==> config.mk <==
export PLATFORM = sky130hd
export DESIGN_NAME = reset_state_init
export DESIGN_NICKNAME = d
export VERILOG_FILES = /design/src/rtl/rst_init_pkg.sv /design/src/rtl/reset_kind_decode.sv /design/src/rtl/reset_state_init.sv
export SDC_FILE = /design/constraint.sdc
export NUM_CORES = 1
export LEC_CHECK = 0
export BUFFER_PORTS_ARGS = -buffer_cell sky130_fd_sc_hd__buf_4
export CORE_MARGIN = 5
export CORE_UTILIZATION = 25
export CTS_BUF_LIST = sky130_fd_sc_hd__clkbuf_4 sky130_fd_sc_hd__clkbuf_8 sky130_fd_sc_hd__clkbuf_16
export DETAILED_ROUTE_END_ITERATION = 8
export PLACE_DENSITY = 0.53
export SYNTH_ARGS = -nofsm -noshare
export SYNTH_HDL_FRONTEND = slang
export SYNTH_SLANG_ARGS = --single-unit
==> constraint.sdc <==
create_clock -name core_clk -period 3.1 [get_ports core_clk]
set_input_delay 0.775 -clock core_clk [delete_from_list [all_inputs] [get_ports core_clk]]
set_output_delay 0.775 -clock core_clk [all_outputs]
set_load 0.05 [all_outputs]
==> src/rtl/rst_init_pkg.sv <==
package rst_init_pkg;
  // ----------------------------------------
  // reset kinds
  // ----------------------------------------
  typedef enum logic [2:0] {
    RK_NONE,
    RK_POWER_ON,
    RK_LOW_VOLT,
    RK_WDT_NORMAL,
    RK_WDT_IDLE
  } reset_kind_e;

  // ----------------------------------------
  // register offsets (byte addresses)
  // ----------------------------------------
  localparam logic [7:0] OFF_STATUS = 8'h00;
  localparam logic [7:0] OFF_ACCUMULATOR = 8'h04;
  localparam logic [7:0] OFF_PC_LOW = 8'h08;
  localparam logic [7:0] OFF_OPTION_MAP = 8'h0c;
  localparam logic [7:0] OFF_RESET_FLAG = 8'h10;
  localparam logic [7:0] OFF_SYSCLK = 8'h14;
  localparam logic [7:0] OFF_FAST_OSC = 8'h18;
  localparam logic [7:0] OFF_PORT_LATCH = 8'h1c;
  localparam logic [7:0] OFF_PORT_DIR = 8'h20;
  localparam logic [7:0] OFF_PORT_PULL = 8'h24;
  localparam logic [7:0] OFF_PORT_WAKE = 8'h28;
  localparam logic [7:0] OFF_SOFT_KEY = 8'h2c;
  localparam logic [7:0] OFF_LV_SELECT = 8'h30;
  localparam logic [7:0] OFF_WDT_CTRL = 8'h34;
  localparam logic [7:0] OFF_INT_CTRL0 = 8'h38;
  localparam logic [7:0] OFF_SYNC_CTRL0 = 8'h3c;
  localparam logic [7:0] OFF_SER_CTRL1 = 8'h40;
  localparam logic [7:0] OFF_ASYNC_STATUS = 8'h44;
  localparam logic [7:0] OFF_SER_SELECT = 8'h48;
  localparam logic [7:0] OFF_RESET_EVENT = 8'h4c;
  localparam logic [7:0] OFF_STACK_PTR = 8'h50;

  // ----------------------------------------
  // reset values
  // ----------------------------------------
  localparam logic [7:0] RV_PORT_LATCH = 8'hff;
  localparam logic [7:0] RV_PORT_DIR = 8'hff;
  localparam logic [7:0] RV_ZERO = 8'h00;
  localparam logic [7:0] RV_SAFE_KEY = 8'h55;
  localparam logic [7:0] RV_WDT_CTRL = 8'h53;
  localparam logic [7:0] RV_SYSCLK = 8'h00;
  localparam logic [7:0] SYSCLK_MASK = 8'hef;
  localparam logic [3:0] RV_FAST_OSC = 4'h1;
  localparam logic [7:0] RV_SYNC_CTRL1 = 8'h81;
  localparam logic [7:0] RV_ASYNC_CTRL1 = 8'h00;
  localparam logic [7:0] RV_SYNC_CTRL0 = 8'he0;
  localparam logic [7:0] RV_ASYNC_STATUS = 8'h0b;
  localparam logic [7:0] INT_CTRL0_MASK = 8'h7f;
  localparam logic [3:0] RV_RESET_FLAG = 4'h0;
  localparam logic [7:0] STATUS_CLEAR_MASK = 8'hcf;

  // ----------------------------------------
  // field positions
  // ----------------------------------------
  localparam int STATUS_TIMEOUT_BIT = 5;
  localparam int STATUS_POWERDOWN_BIT = 4;
  localparam int RFLAG_LOW_VOLT_BIT = 2;
  localparam int EVT_POWER_ON_BIT = 0;
  localparam int EVT_LOW_VOLT_BIT = 1;
  localparam int EVT_WDT_BIT = 2;
  localparam int EVT_IDLE_BIT = 3;
  localparam int EVT_PULSE_BIT = 4;

  localparam int STACK_DEPTH = 8;
  localparam int STACK_PTR_W = 3;
endpackage : rst_init_pkg

==> src/rtl/reset_kind_decode.sv <==
`timescale 1ns/100ps
`default_nettype none
// picks one reset kind from concurrent requests; power-on wins
module reset_kind_decode (
  input wire logic power_on_req, // power-on request
  input wire logic low_volt_req, // low-voltage reset request
  input wire logic wdt_req, // watchdog time-out request
  input wire logic idle_mode, // core in idle or sleep
  output rst_init_pkg::reset_kind_e kind // chosen kind
);
  always_comb begin
    if (power_on_req) begin
      kind = rst_init_pkg::RK_POWER_ON;
    end else if (low_volt_req) begin
      kind = rst_init_pkg::RK_LOW_VOLT;
    end else if (wdt_req) begin
      kind = idle_mode ? rst_init_pkg::RK_WDT_IDLE : rst_init_pkg::RK_WDT_NORMAL;
    end else begin
      kind = rst_init_pkg::RK_NONE;
    end
  end
endmodule // reset_kind_decode
`default_nettype wire

==> src/rtl/reset_state_init.sv <==
`timescale 1ns/100ps
`default_nettype none
module reset_state_init (
  input wire logic core_clk, // system clock
  input wire logic reset_n, // synchronous reset, active low
  input wire logic power_on_req, // power-on reset event
  input wire logic low_volt_req, // low-voltage reset event
  input wire logic wdt_req, // watchdog time-out event
  input wire logic idle_mode, // core in idle or sleep
  input wire logic [7:0] avs_address, // byte address
  input wire logic avs_read, // read strobe
  input wire logic avs_write, // write strobe
  input wire logic [31:0] avs_writedata, // write data
  input wire logic [3:0] avs_byteenable, // byte lanes
  output logic [31:0] avs_readdata, // read data
  output logic avs_waitrequest, // stall
  output logic [1:0] avs_response, // 00 ok, 10 slave error
  output logic init_pulse, // one-cycle init apply
  output logic [7:0] pc_low_byte, // program counter low
  output logic [2:0] stack_ptr, // return stack pointer
  output logic interrupts_off, // all interrupt sources disabled
  output logic timers_off, // timer modules off
  output logic wdt_clear, // watchdog and time bases clear
  output logic [7:0] port_a_direction, // 1 = input
  output logic [7:0] port_a_latch // output data latch
);
  // ----------------------------------------
  // state
  // ----------------------------------------
  typedef struct packed {
    logic [7:0] status;
    logic [7:0] accumulator;
    logic [7:0] pc_low_byte;
    logic [7:0] option_map_control;
    logic [3:0] reset_flag_register;
    logic [7:0] sysclk_control;
    logic [3:0] fast_internal_osc_control;
    logic [7:0] port_a_latch;
    logic [7:0] port_a_direction;
    logic [7:0] port_a_pullhigh;
    logic [7:0] port_a_wakeup;
    logic [7:0] soft_reset_key;
    logic [7:0] low_voltage_select;
    logic [7:0] watchdog_control;
    logic [7:0] interrupt_control0;
    logic [7:0] sync_serial0_control0;
    logic [7:0] serial_ctrl1;
    logic [7:0] async0_status;
    logic serial0_interface_select;
    logic [2:0] stack_ptr;
    logic [4:0] last_event;
    logic interrupts_off;
    logic timers_off;
    logic wdt_clear;
    logic init_pulse;
    logic ack;
    logic [31:0] readdata;
    logic err;
  } state_s;

  state_s cur;
  state_s nxt;
  rst_init_pkg::reset_kind_e kind;

  reset_kind_decode u_decode (
    .power_on_req(power_on_req),
    .low_volt_req(low_volt_req),
    .wdt_req(wdt_req),
    .idle_mode(idle_mode),
    .kind(kind)
  );

  function automatic logic [7:0] merge_byte(input logic [7:0] old, input logic [7:0] val, input logic en);
    merge_byte = en ? val : old;
  endfunction

  wire logic req = avs_read | avs_write;
  // a write lands only on the completing edge, where waitrequest is low
  wire logic wr_lane = avs_write & avs_byteenable[0] & cur.ack;
  wire logic power_on = (kind == rst_init_pkg::RK_POWER_ON);
  wire logic wdt_norm = (kind == rst_init_pkg::RK_WDT_NORMAL);
  wire logic wdt_idle = (kind == rst_init_pkg::RK_WDT_IDLE);
  wire logic full_init = power_on | wdt_norm;

  // ----------------------------------------
  // next state
  // ----------------------------------------
  always_comb begin
    nxt = cur;
    nxt.init_pulse = 1'b0;
    nxt.wdt_clear = 1'b0;
    nxt.ack = 1'b0;
    nxt.err = 1'b0;
    // read data captured on the first edge, acknowledged on the next
    if (req) begin
      nxt.ack = !cur.ack;
      nxt.readdata = 32'h0000_0000;
      case (avs_address)
        rst_init_pkg::OFF_STATUS: begin
          nxt.readdata[7:0] = cur.status;
          if (wr_lane) nxt.status = avs_writedata[7:0];
        end
        rst_init_pkg::OFF_ACCUMULATOR: begin
          nxt.readdata[7:0] = cur.accumulator;
          if (wr_lane) nxt.accumulator = avs_writedata[7:0];
        end
        rst_init_pkg::OFF_PC_LOW: begin
          nxt.readdata[7:0] = cur.pc_low_byte;
          if (wr_lane) nxt.pc_low_byte = avs_writedata[7:0];
        end
        rst_init_pkg::OFF_OPTION_MAP: begin
          nxt.readdata[7:0] = cur.option_map_control;
          if (wr_lane) nxt.option_map_control = avs_writedata[7:0];
        end
        rst_init_pkg::OFF_RESET_FLAG: begin
          nxt.readdata[3:0] = cur.reset_flag_register;
          if (wr_lane) nxt.reset_flag_register = avs_writedata[3:0];
        end
        rst_init_pkg::OFF_SYSCLK: begin
          nxt.readdata[7:0] = cur.sysclk_control;
          if (wr_lane) nxt.sysclk_control = avs_writedata[7:0] & rst_init_pkg::SYSCLK_MASK;
        end
        rst_init_pkg::OFF_FAST_OSC: begin
          nxt.readdata[3:0] = cur.fast_internal_osc_control;
          if (wr_lane) nxt.fast_internal_osc_control = avs_writedata[3:0];
        end
        rst_init_pkg::OFF_PORT_LATCH: begin
          nxt.readdata[7:0] = cur.port_a_latch;
          if (wr_lane) nxt.port_a_latch = avs_writedata[7:0];
        end
        rst_init_pkg::OFF_PORT_DIR: begin
          nxt.readdata[7:0] = cur.port_a_direction;
          if (wr_lane) nxt.port_a_direction = avs_writedata[7:0];
        end
        rst_init_pkg::OFF_PORT_PULL: begin
          nxt.readdata[7:0] = cur.port_a_pullhigh;
          if (wr_lane) nxt.port_a_pullhigh = avs_writedata[7:0];
        end
        rst_init_pkg::OFF_PORT_WAKE: begin
          nxt.readdata[7:0] = cur.port_a_wakeup;
          if (wr_lane) nxt.port_a_wakeup = avs_writedata[7:0];
        end
        rst_init_pkg::OFF_SOFT_KEY: begin
          nxt.readdata[7:0] = cur.soft_reset_key;
          if (wr_lane) nxt.soft_reset_key = avs_writedata[7:0];
        end
        rst_init_pkg::OFF_LV_SELECT: begin
          nxt.readdata[7:0] = cur.low_voltage_select;
          if (wr_lane) nxt.low_voltage_select = avs_writedata[7:0];
        end
        rst_init_pkg::OFF_WDT_CTRL: begin
          nxt.readdata[7:0] = cur.watchdog_control;
          if (wr_lane) nxt.watchdog_control = avs_writedata[7:0];
        end
        rst_init_pkg::OFF_INT_CTRL0: begin
          nxt.readdata[7:0] = cur.interrupt_control0;
          if (wr_lane) begin
            nxt.interrupt_control0 = avs_writedata[7:0] & rst_init_pkg::INT_CTRL0_MASK;
            nxt.interrupts_off = 1'b0; // software re-enables interrupts
          end
        end
        rst_init_pkg::OFF_SYNC_CTRL0: begin
          nxt.readdata[7:0] = cur.sync_serial0_control0;
          if (wr_lane) begin
            nxt.sync_serial0_control0 = avs_writedata[7:0];
            nxt.timers_off = 1'b0;
          end
        end
        rst_init_pkg::OFF_SER_CTRL1: begin
          nxt.readdata[7:0] = cur.serial_ctrl1;
          if (wr_lane) nxt.serial_ctrl1 = avs_writedata[7:0];
        end
        rst_init_pkg::OFF_ASYNC_STATUS: begin
          nxt.readdata[7:0] = cur.async0_status;
          if (wr_lane) nxt.async0_status = avs_writedata[7:0];
        end
        rst_init_pkg::OFF_SER_SELECT: begin
          nxt.readdata[0] = cur.serial0_interface_select;
          if (wr_lane) nxt.serial0_interface_select = avs_writedata[0];
        end
        rst_init_pkg::OFF_RESET_EVENT: begin
          nxt.readdata[4:0] = cur.last_event;
          if (wr_lane) nxt.last_event = cur.last_event & ~avs_writedata[4:0];
        end
        rst_init_pkg::OFF_STACK_PTR: begin
          nxt.readdata[2:0] = cur.stack_ptr;
        end
        default: begin
          nxt.err = 1'b1;
        end
      endcase
    end
    // ----------------------------------------
    // reset-kind loading; overrides a same-cycle write
    // ----------------------------------------
    if (kind != rst_init_pkg::RK_NONE) begin
      nxt.init_pulse = 1'b1;
      nxt.wdt_clear = 1'b1;
      nxt.pc_low_byte = rst_init_pkg::RV_ZERO;
      nxt.option_map_control = rst_init_pkg::RV_ZERO;
      nxt.stack_ptr = 3'(rst_init_pkg::STACK_DEPTH - 1);
      nxt.last_event[rst_init_pkg::EVT_PULSE_BIT] = 1'b1;
      if (wdt_idle) begin
        nxt.stack_ptr = '0;
      end
    end
    if (power_on) begin
      nxt.status = cur.status & rst_init_pkg::STATUS_CLEAR_MASK;
      nxt.reset_flag_register = rst_init_pkg::RV_RESET_FLAG;
      nxt.interrupts_off = 1'b1;
      nxt.timers_off = 1'b1;
      nxt.last_event[rst_init_pkg::EVT_POWER_ON_BIT] = 1'b1;
    end
    if (kind == rst_init_pkg::RK_LOW_VOLT) begin
      nxt.reset_flag_register[rst_init_pkg::RFLAG_LOW_VOLT_BIT] = 1'b1;
      nxt.last_event[rst_init_pkg::EVT_LOW_VOLT_BIT] = 1'b1;
    end
    if (wdt_norm | wdt_idle) begin
      nxt.status[rst_init_pkg::STATUS_TIMEOUT_BIT] = 1'b1;
      nxt.last_event[rst_init_pkg::EVT_WDT_BIT] = 1'b1;
    end
    if (wdt_idle) begin
      nxt.status[rst_init_pkg::STATUS_POWERDOWN_BIT] = 1'b1;
      nxt.last_event[rst_init_pkg::EVT_IDLE_BIT] = 1'b1;
    end
    // accumulator and reset flags untouched on watchdog kinds
    if (full_init) begin // idle watchdog keeps all these
      nxt.port_a_latch = rst_init_pkg::RV_PORT_LATCH;
      nxt.port_a_direction = rst_init_pkg::RV_PORT_DIR;
      nxt.port_a_pullhigh = rst_init_pkg::RV_ZERO;
      nxt.port_a_wakeup = rst_init_pkg::RV_ZERO;
      nxt.soft_reset_key = rst_init_pkg::RV_SAFE_KEY;
      nxt.low_voltage_select = rst_init_pkg::RV_SAFE_KEY;
      nxt.watchdog_control = rst_init_pkg::RV_WDT_CTRL;
      nxt.sysclk_control = rst_init_pkg::RV_SYSCLK;
      nxt.fast_internal_osc_control = rst_init_pkg::RV_FAST_OSC;
      nxt.interrupt_control0 = rst_init_pkg::RV_ZERO;
      nxt.sync_serial0_control0 = rst_init_pkg::RV_SYNC_CTRL0;
      nxt.async0_status = rst_init_pkg::RV_ASYNC_STATUS;
      // the shared location takes the default of the selected interface
      nxt.serial_ctrl1 = cur.serial0_interface_select ? rst_init_pkg::RV_ASYNC_CTRL1
                                                      : rst_init_pkg::RV_SYNC_CTRL1;
    end
    // whatever wrote them, bit 7 of interrupt control0 and bit 4 of clock control stay zero
    nxt.interrupt_control0 = merge_byte(nxt.interrupt_control0,
                                        nxt.interrupt_control0 & rst_init_pkg::INT_CTRL0_MASK, 1'b1);
    nxt.sysclk_control = nxt.sysclk_control & rst_init_pkg::SYSCLK_MASK;
  end

  // ----------------------------------------
  // registers
  // ----------------------------------------
  always_ff @(posedge core_clk) begin
    if (!reset_n) begin
      // the bus reset stands for a power-on: accumulator has no defined value, zero chosen
      cur <= '0;
      cur.port_a_latch <= rst_init_pkg::RV_PORT_LATCH;
      cur.port_a_direction <= rst_init_pkg::RV_PORT_DIR;
      cur.soft_reset_key <= rst_init_pkg::RV_SAFE_KEY;
      cur.low_voltage_select <= rst_init_pkg::RV_SAFE_KEY;
      cur.watchdog_control <= rst_init_pkg::RV_WDT_CTRL;
      cur.fast_internal_osc_control <= rst_init_pkg::RV_FAST_OSC;
      cur.sync_serial0_control0 <= rst_init_pkg::RV_SYNC_CTRL0;
      cur.serial_ctrl1 <= rst_init_pkg::RV_SYNC_CTRL1;
      cur.async0_status <= rst_init_pkg::RV_ASYNC_STATUS;
      cur.stack_ptr <= 3'(rst_init_pkg::STACK_DEPTH - 1);
      cur.interrupts_off <= 1'b1;
      cur.timers_off <= 1'b1;
    end else begin
      cur <= nxt;
    end
  end

  assign avs_waitrequest = req & ~cur.ack;
  assign avs_readdata = cur.readdata;
  assign avs_response = cur.err ? 2'b10 : 2'b00;
  assign init_pulse = cur.init_pulse;
  assign pc_low_byte = cur.pc_low_byte;
  assign stack_ptr = cur.stack_ptr;
  assign interrupts_off = cur.interrupts_off;
  assign timers_off = cur.timers_off;
  assign wdt_clear = cur.wdt_clear;
  assign port_a_direction = cur.port_a_direction;
  assign port_a_latch = cur.port_a_latch;
endmodule // reset_state_init
`default_nettype wire

==> results.md, run 1 <==
| Metric | Reported | Unit |
| --- | --- | --- |
| Status | completed | - |
| Max-cap violation count | 0 | - |
| Number of enable flip-flop cells after synthesis | 0 | - |
| Depth of the worst register-to-register path | 6 | - |
| Met2 Usage GRT | 25.9 | % |
| Total standard cell area after synthesis | 0.00776 | mm2 |
| Worst-Skew Late Latency | 0.43 | ns |
| Floorplan die height | 186 | um |
| DRC violation count after routing | 0 | - |
| Final Hold Viols | 0 | - |
| Highest attainable clock frequency | 409 | MHz |
| Total power | 4.65 | mW |
| Max-slew headroom at the worst pin | 44.7 | % |
| Highest ir drop seen on vdd | 0.367 | mV |
| Number of nets at the end of the flow | 967 | - |
| Startpoint kind of the worst setup timing path | input port | - |
| Category of the worst setup path capture point | register | - |
| Maximum number of pins on one net before global-route repair | 55 | - |
| Total die area | 0.0347 | mm2 |
| Post-layout minimum cycle time | 2.45 | ns |
| Count of buffering cells on the critical path with inverters included | 1 | - |
| Worst path depth | 5 | - |
| Dpl cell area | 0.00841 | mm2 |
| Library cell with the highest instance count after synthesis | dfxtp_1 | - |
| Unrepaired setup endpoints after global routing | false | - |
| Final Max Tran Viols | 0 | - |
| Cell types with the largest area share after synthesis | dfxtp_1, mux2i_1, buf_4 | - |
| Leakage power figure | 3.10 | nW |
| Detail Placement HPWL | 19200 | um |
| Clock tree buffer depth | 2 | - |
| Global-route wire length before repair | 41900 | um |
| Global Route met3 Usage | 3.52 | % |
| Warnings from Yosys | 0 | - |
| Critical path capture point | avs_readdata[2] | - |
| Htree depth | 4 | - |
| Fraction of registers with async set/reset | 0 | % |
| Area of the core region | 0.0306 | mm2 |
| Period utilisation layout | 78.9 | % |
| Storage cell area | 0.00308 | mm2 |
| Power density of the placed cells | 515 | mW/mm2 |
| Area used by multi-input combinational logic | 0.00401 | mm2 |
| Number of distinct library cells after synthesis | 71 | - |
| Clk sink count | 154 | - |
| Count of final setup violators | 0 | - |
| Clock tree root driver cell | clkbuf_16 | - |
| Horiz. Die Dim | 186 | um |
| Number of iterations in the first detailed-routing pass | 7 | - |
| Initial Util | 25.4 | % |
| GRT Util Overall | 16.2 | % |
| Via total after detailed routing | 6681 | - |
| Kind of path behind the tightest hold check | register to register | - |
| Crit path cell chain | buf_4, or4_1, o32ai_1, a22oi_1, a211oi_1 | - |
| Fraction of final layout cells sized beyond drive strength 1 | 19.2 | % |
| Register bit total from synthesis | 154 | - |
| Top delay family on crit path | compound AO/OA/AOI/OAI gates | - |
| Required time of the critical path | 3.45 | ns |
| Synthesized area per cell | 8.67 | um2 |
| Aggregate global routing overflow | 0 | - |
| Share of the synthesized area in the top cell type | 39.7 | % |
| Reg clk slew, reported paths | 0.07 | ns |
| Buffers inserted during post-CTS setup optimization | 0 | - |
| Top post-synthesis cells by count | dfxtp_1, nand2_1, mux2i_1, nor2_1, buf_4 | - |
| Most crowded layer after global routing | met2 | - |
| Number of hold-repair buffers added at the cts stage | 0 | - |
| Instance count of the mapped netlist | 895 | - |
| Crit-path max cell delay | 0.85 | ns |
| Design Area, Final | 0.00904 | mm2 |
| Sum of negative setup slack | 0 | ns |
| Actual transition at the worst max-transition pin | 0.829 | ns |
| Reg2reg setup slack | 1.10 | ns |
| Total Routed Length | 28000 | um |
| Startpoint of the worst register-to-register path | cur[33] | - |
| Synthesis-to-layout area growth | 16.5 | % |
| Antenna diodes | 0 | - |
| Biggest fanout along the worst timing path | 14 | - |
| Buffers on Ports | 65 | - |
| Worst Path Arrival | 2.80 | ns |
| Top-level I/O count | 118 | - |
| GPL Wtd Cong | 0.878 | - |
| Crit. Startpoint | avs_address[4] | - |
| ANT nets after route | 0 | - |
| Number of antenna violations at the first check in global routing | 0 | - |
| Number of resized instances in the post-cts repair step | 0 | - |
| Vias per cell | 5.05 | - |
| Filler Cell Count | 3240 | - |
| Crit path kind | input port to register | - |
| Most frequently used flop master after synthesis | dfxtp_1 | - |
| Site row count | 64 | - |
| Number of global-route vias before repair | 6450 | - |
| Standard cell with the maximum stage delay on the critical path | or4_1 | - |
| Number of buffers inserted during clock tree synthesis | 17 | - |
| CTS tree | done | - |
| Count of routing violations after the opening detailed-route iteration | 637 | - |
| Setup skew after layout | 0.00883 | ns |
| Yosys top cell by area | dfxtp_1 | - |
| Sequential element share of the synthesized area | 39.7 | % |
| Detailed-route wire length per cell | 21.1 | um |
| Met1 capacity usage during global routing | 22.0 | % |
| Reg-to-reg critical path endpoint | port_a_direction[4] | - |
placed cells by master, fill, tap and decap left out, types with 4 or more instances in the layout:
cell / n
a21boi_1: 11
a21oi_1: 32
a22o_1: 6
a22oi_1: 20
a31oi_1: 7
a32oi_1: 5
and2_1: 5
buf_4: 104
clkbuf_16: 17
clkinvlp_4: 4
conb_1: 25
dfxtp_1: 154
mux2_1: 10
mux2i_1: 86
mux4_2: 4
nand2_1: 123
nand3_1: 41
nand4_1: 4
nor2_1: 83
nor2_2: 4
nor2_4: 8
nor2b_1: 13
nor3_1: 10
nor4b_2: 4
o21ai_0: 13
o21ai_1: 46
o2bb2ai_1: 5
stage by stage:
step / setup WS (ns) / instances / util (%) / hold slack, ns
global route: 0.658 / 1324 / 29.5 / 0.470
detailed placement: 0.311 / 1292 / 27.5 / 0.446
finish: 0.654 / 1324 / 29.5 / 0.458
floorplan: 0.505 / 919 / - / 0.432
global placement: 0.325 / 1292 / 27.5 / 0.442
CTS: 0.762 / 1324 / 29.5 / 0.459
area by class of cell:
cell class / count / share of cell area [%]
inverters: 2 / 0.0831
flip-flops and latches: 154 / 34.1
clock inverters: 12 / 1.81
multi-input cells: 634 / 44.3
clock buffers: 20 / 5.09
repair buffers: 106 / 9.08
well taps: 396 / 5.48
worst min path at each step:
| stage | start | endpoint | slack [ns] | cells past startpoint |
|---|---|---|---|---|
| 2_1_floorplan | cur[82] | cur[82] | 0.43 | 2 |
| 4_1_cts | cur[84] | cur[84] | 0.46 | 2 |
| 3_5_place_dp | timers_off | timers_off | 0.45 | 1 |
| 6_report | timers_off | timers_off | 0.46 | 1 |
| 5_1_grt | cur[84] | cur[84] | 0.47 | 2 |
| 3_3_place_gp | timers_off | timers_off | 0.44 | 1 |
state kept, by name (all words and copies together) (netlist names):
signal            cells
avs_readdata          8
stack_ptr             1
interrupts_off        1
port_a_latch          8
timers_off            1
port_a_direction      8
wdt_clear             1
cur                 118
pc_low_byte           8
kinds of logic (layout without fill, tap and decap cells):
| group | Yosys count | count (layout) | synth area share, % |
|---|---|---|---|
| AOI/OAI and AO/OA | 177 | 177 | 14.7 |
| buffers and inverters | 131 | 140 | 9.90 |
| DFF | 154 | 154 | 39.7 |
| and+or+nand+nor | 327 | 327 | 21.0 |
| muxes | 105 | 105 | 14.5 |
| other | 1 | 25 | 0.0483 |
per-layer routing:
layer  up-vias  wire length (um)
met5         -                 0
met1      3214             12000
met2       322             13000
li1       3108                 -
met4         0               601
met3        37              2310
report_power, final:
| part | internal (mW) | switching, mW |
|---|---|---|
| combinational | 0.110 | 0.324 |
| sequential | 1.99 | 0.00755 |
| clock | 1.33 | 0.892 |
No activity file was read; power rests on OpenSTA's default activity.
==> inputs of run 2 (changes only) <==
- PLACE_DENSITY: 0.53 -> 0.54
- clock period: 3.1 -> 2.1 ns (I/O delays scaled with it)
==> run 2 against run 1 <==
Compared with the run above:
- clock skew is 0.0012 ns lower
- die area did not move
- non-clock buffer count rose by 82
- hold slack got worse by 0.063 ns
- sequential cell count stayed put
- highest routed layer unchanged
- wire length up 4.7%
- register-to-register slack lost 0.76 ns
- clock power rose by 50%
- sequential power is 47% higher
- utilization rose by 2.5 points
- largest cell class unchanged
- global-route usage up 0.80 points
==> results.md, run 2 (synthesis gave the netlist of run 1 again) <==
| Metric | Reported | Unit | vs previous |
| --- | --- | --- | --- |
| ANT nets after route | 0 | - | unchanged |
| Reg clk slew, reported paths | 0.07 | ns | about the same |
| Setup skew after layout | 0.00762 | ns | was 0.00883 ns |
| Number of nets at the end of the flow | 1049 | - | was 967 |
| Number of iterations in the first detailed-routing pass | 7 | - | unchanged |
| GPL Wtd Cong | 0.930 | - | was 0.878 |
| Top-level I/O count | 118 | - | unchanged |
| Vias per cell | 4.91 | - | was 5.05 |
| Met1 capacity usage during global routing | 22.7 | % | was 22.0% |
| Worst Path Arrival | 2.30 | ns | was 2.80 ns |
| Detailed-route wire length per cell | 20.8 | um | was 21.1 um |
| Global-route wire length before repair | 43300 | um | was 41900 um |
| Maximum number of pins on one net before global-route repair | 36 | - | was 55 |
| Site row count | 64 | - | unchanged |
| Initial Util | 25.4 | % | unchanged |
| Area of the core region | 0.0306 | mm2 | unchanged |
| Unrepaired setup endpoints after global routing | false | - | unchanged |
| Actual transition at the worst max-transition pin | 0.683 | ns | was 0.829 ns |
| Max reg flops | 118 | - | unchanged |
| Worst-Skew Late Latency | 0.43 | ns | about the same |
| Count of routing violations after the opening detailed-route iteration | 678 | - | was 637 |
| Clock tree buffer depth | 2 | - | unchanged |
| Buffers on Ports | 65 | - | unchanged |
| Most frequent standard cell in the layout excluding fill and tap cells | buf_4 | - | was dfxtp_1 |
| Crit path kind | input port to register | - | unchanged |
| Final Max Tran Viols | 0 | - | unchanged |
| Dpl cell area | 0.00917 | mm2 | was 0.00841 mm2 |
| Kind of path behind the tightest hold check | input port to register | - | was register to register |
| Aggregate global routing overflow | 0 | - | unchanged |
| Most crowded layer after global routing | met2 | - | unchanged |
| Highest attainable clock frequency | 508 | MHz |  |
| Worst hold margin | 0.395 | ns | was 0.458 ns |
| Register name with the most flops | cur | - | unchanged |
| Total power | 7.00 | mW | was 4.65 mW |
| Via total after detailed routing | 6906 | - | was 6681 |
| Post-route non-filler standard cell count | 1406 | - | was 1324 |
| Placed Cells incl. Taps | 1374 | - | was 1292 |
| Htree depth | 4 | - | unchanged |
| Period utilisation layout | 93.8 | % |  |
| Detail Placement HPWL | 21100 | um | was 19200 um |
| Leakage power figure | 3.55 | nW | was 3.10 nW |
| Total die area | 0.0347 | mm2 | unchanged |
| Post-layout minimum cycle time | 1.97 | ns |  |
| Met2 Usage GRT | 26.5 | % | was 25.9% |
| Count of final setup violators | 0 | - | unchanged |
| Max-cap violation count | 0 | - | unchanged |
| Reg2reg setup slack | 0.34 | ns | was 1.10 ns |
| Highest-count cells in the layout ignoring fill and taps | buf_4, dfxtp_1, nand2_1 | - | was dfxtp_1, nand2_1, buf_4 |
| Horiz. Die Dim | 186 | um | unchanged |
| Number of hold-repair buffers added at the cts stage | 0 | - | unchanged |
| Category of the worst setup path capture point | register | - | unchanged |
| Biggest fanout along the worst timing path | 11 | - | was 14 |
| Design Area, Final | 0.00979 | mm2 | was 0.00904 mm2 |
| Number of global-route vias before repair | 6758 | - | was 6450 |
| Fraction of final layout cells sized beyond drive strength 1 | 25.7 | % | was 19.2% |
| Clock tree root driver cell | clkbuf_16 | - | unchanged |
| Startpoint kind of the worst setup timing path | input port | - | unchanged |
| Number of antenna violations at the first check in global routing | 0 | - | unchanged |
| Global Route met3 Usage | 4.26 | % | was 3.52% |
| Synthesis-to-layout area growth | 26.2 | % | was 16.5% |
| Total Routed Length | 29300 | um | was 28000 um |
| Number of resized instances in the post-cts repair step | 0 | - | unchanged |
| Highest ir drop seen on vdd | 0.465 | mV | was 0.367 mV |
| Power density of the placed cells | 715 | mW/mm2 | was 515 mW/mm2 |
| Antenna diodes | 0 | - | unchanged |
| DRC violation count after routing | 0 | - | unchanged |
| Floorplan die height | 186 | um | unchanged |
| GRT Util Overall | 17.0 | % | was 16.2% |
| Clk sink count | 154 | - | unchanged |
| Status | completed | - | unchanged |
| CTS tree | done | - | unchanged |
| Number of buffers inserted during clock tree synthesis | 17 | - | unchanged |
| Final Hold Viols | 0 | - | unchanged |
| Required time of the critical path | 2.43 | ns | was 3.45 ns |
| Max-slew headroom at the worst pin | 54.4 | % | was 44.7% |
| Buffers inserted during post-CTS setup optimization | 0 | - | unchanged |
[run 2: cell types whose count changed in the layout (fill, tap and decap cells not counted)]
cell / delta
clkinv_2: +2
clkinv_4: -1
buf_12: +11
bufinv_16: +1
clkbuf_8: -2
buf_4: +71
[run 2: final timing paths]
kind	startpoint	endpoint	cells past startpoint
setup / recovery	avs_address[5]	avs_readdata[1]	7
hold / removal	wdt_req	stack_ptr[1]	3
setup reg to reg	cur[33]	cur[101]	6
hold reg to reg	timers_off	timers_off	1
[run 2: critical path: stages]
cell and delay, ns:
buf_4 0.10, buf_4 0.21, and4bb_1 0.67, a22oi_1 0.14, nor2b_1 0.14, o21ai_0 0.18, a311oi_1 0.33
[run 2: layer usage]
| layer | part of all wire (%) | up-vias |
|---|---|---|
| met2 | 45 | 283 |
| met1 | 44 | 3295 |
| met4 | 3.0 | 0 |
| met5 | 0 | - |
| li1 | - | 3273 |
| met3 | 7.4 | 55 |
[run 2: area by class of cell]
cell class	instances	area, um2
fillers	3198	20800
multi-input cells	634	4010
flip-flops and latches	154	3080
repair buffers	188	1570
well taps	396	495
clock buffers	18	433
clock inverters	14	195
inverters	2	7.51
[run 2: where the power goes]
part	switching, mW	internal [mW]	leakage, nW
Sequential	0.0121	2.94	1.24
Clock	1.31	2.01	0.297
Combinational	0.497	0.231	2.01
Total	1.82	5.18	3.55
[run 2: metrics by stage]
step                      setup TNS, ns  setup slack [ns]  util [%]
after floorplan                  -0.490            -0.245         -
after global placement            -9.16            -0.218      30.0
after detailed placement         -10.38            -0.208      30.0
after CTS                             0             0.250      32.0
after global routing                  0            0.0706      32.0
final                                 0             0.130      32.0
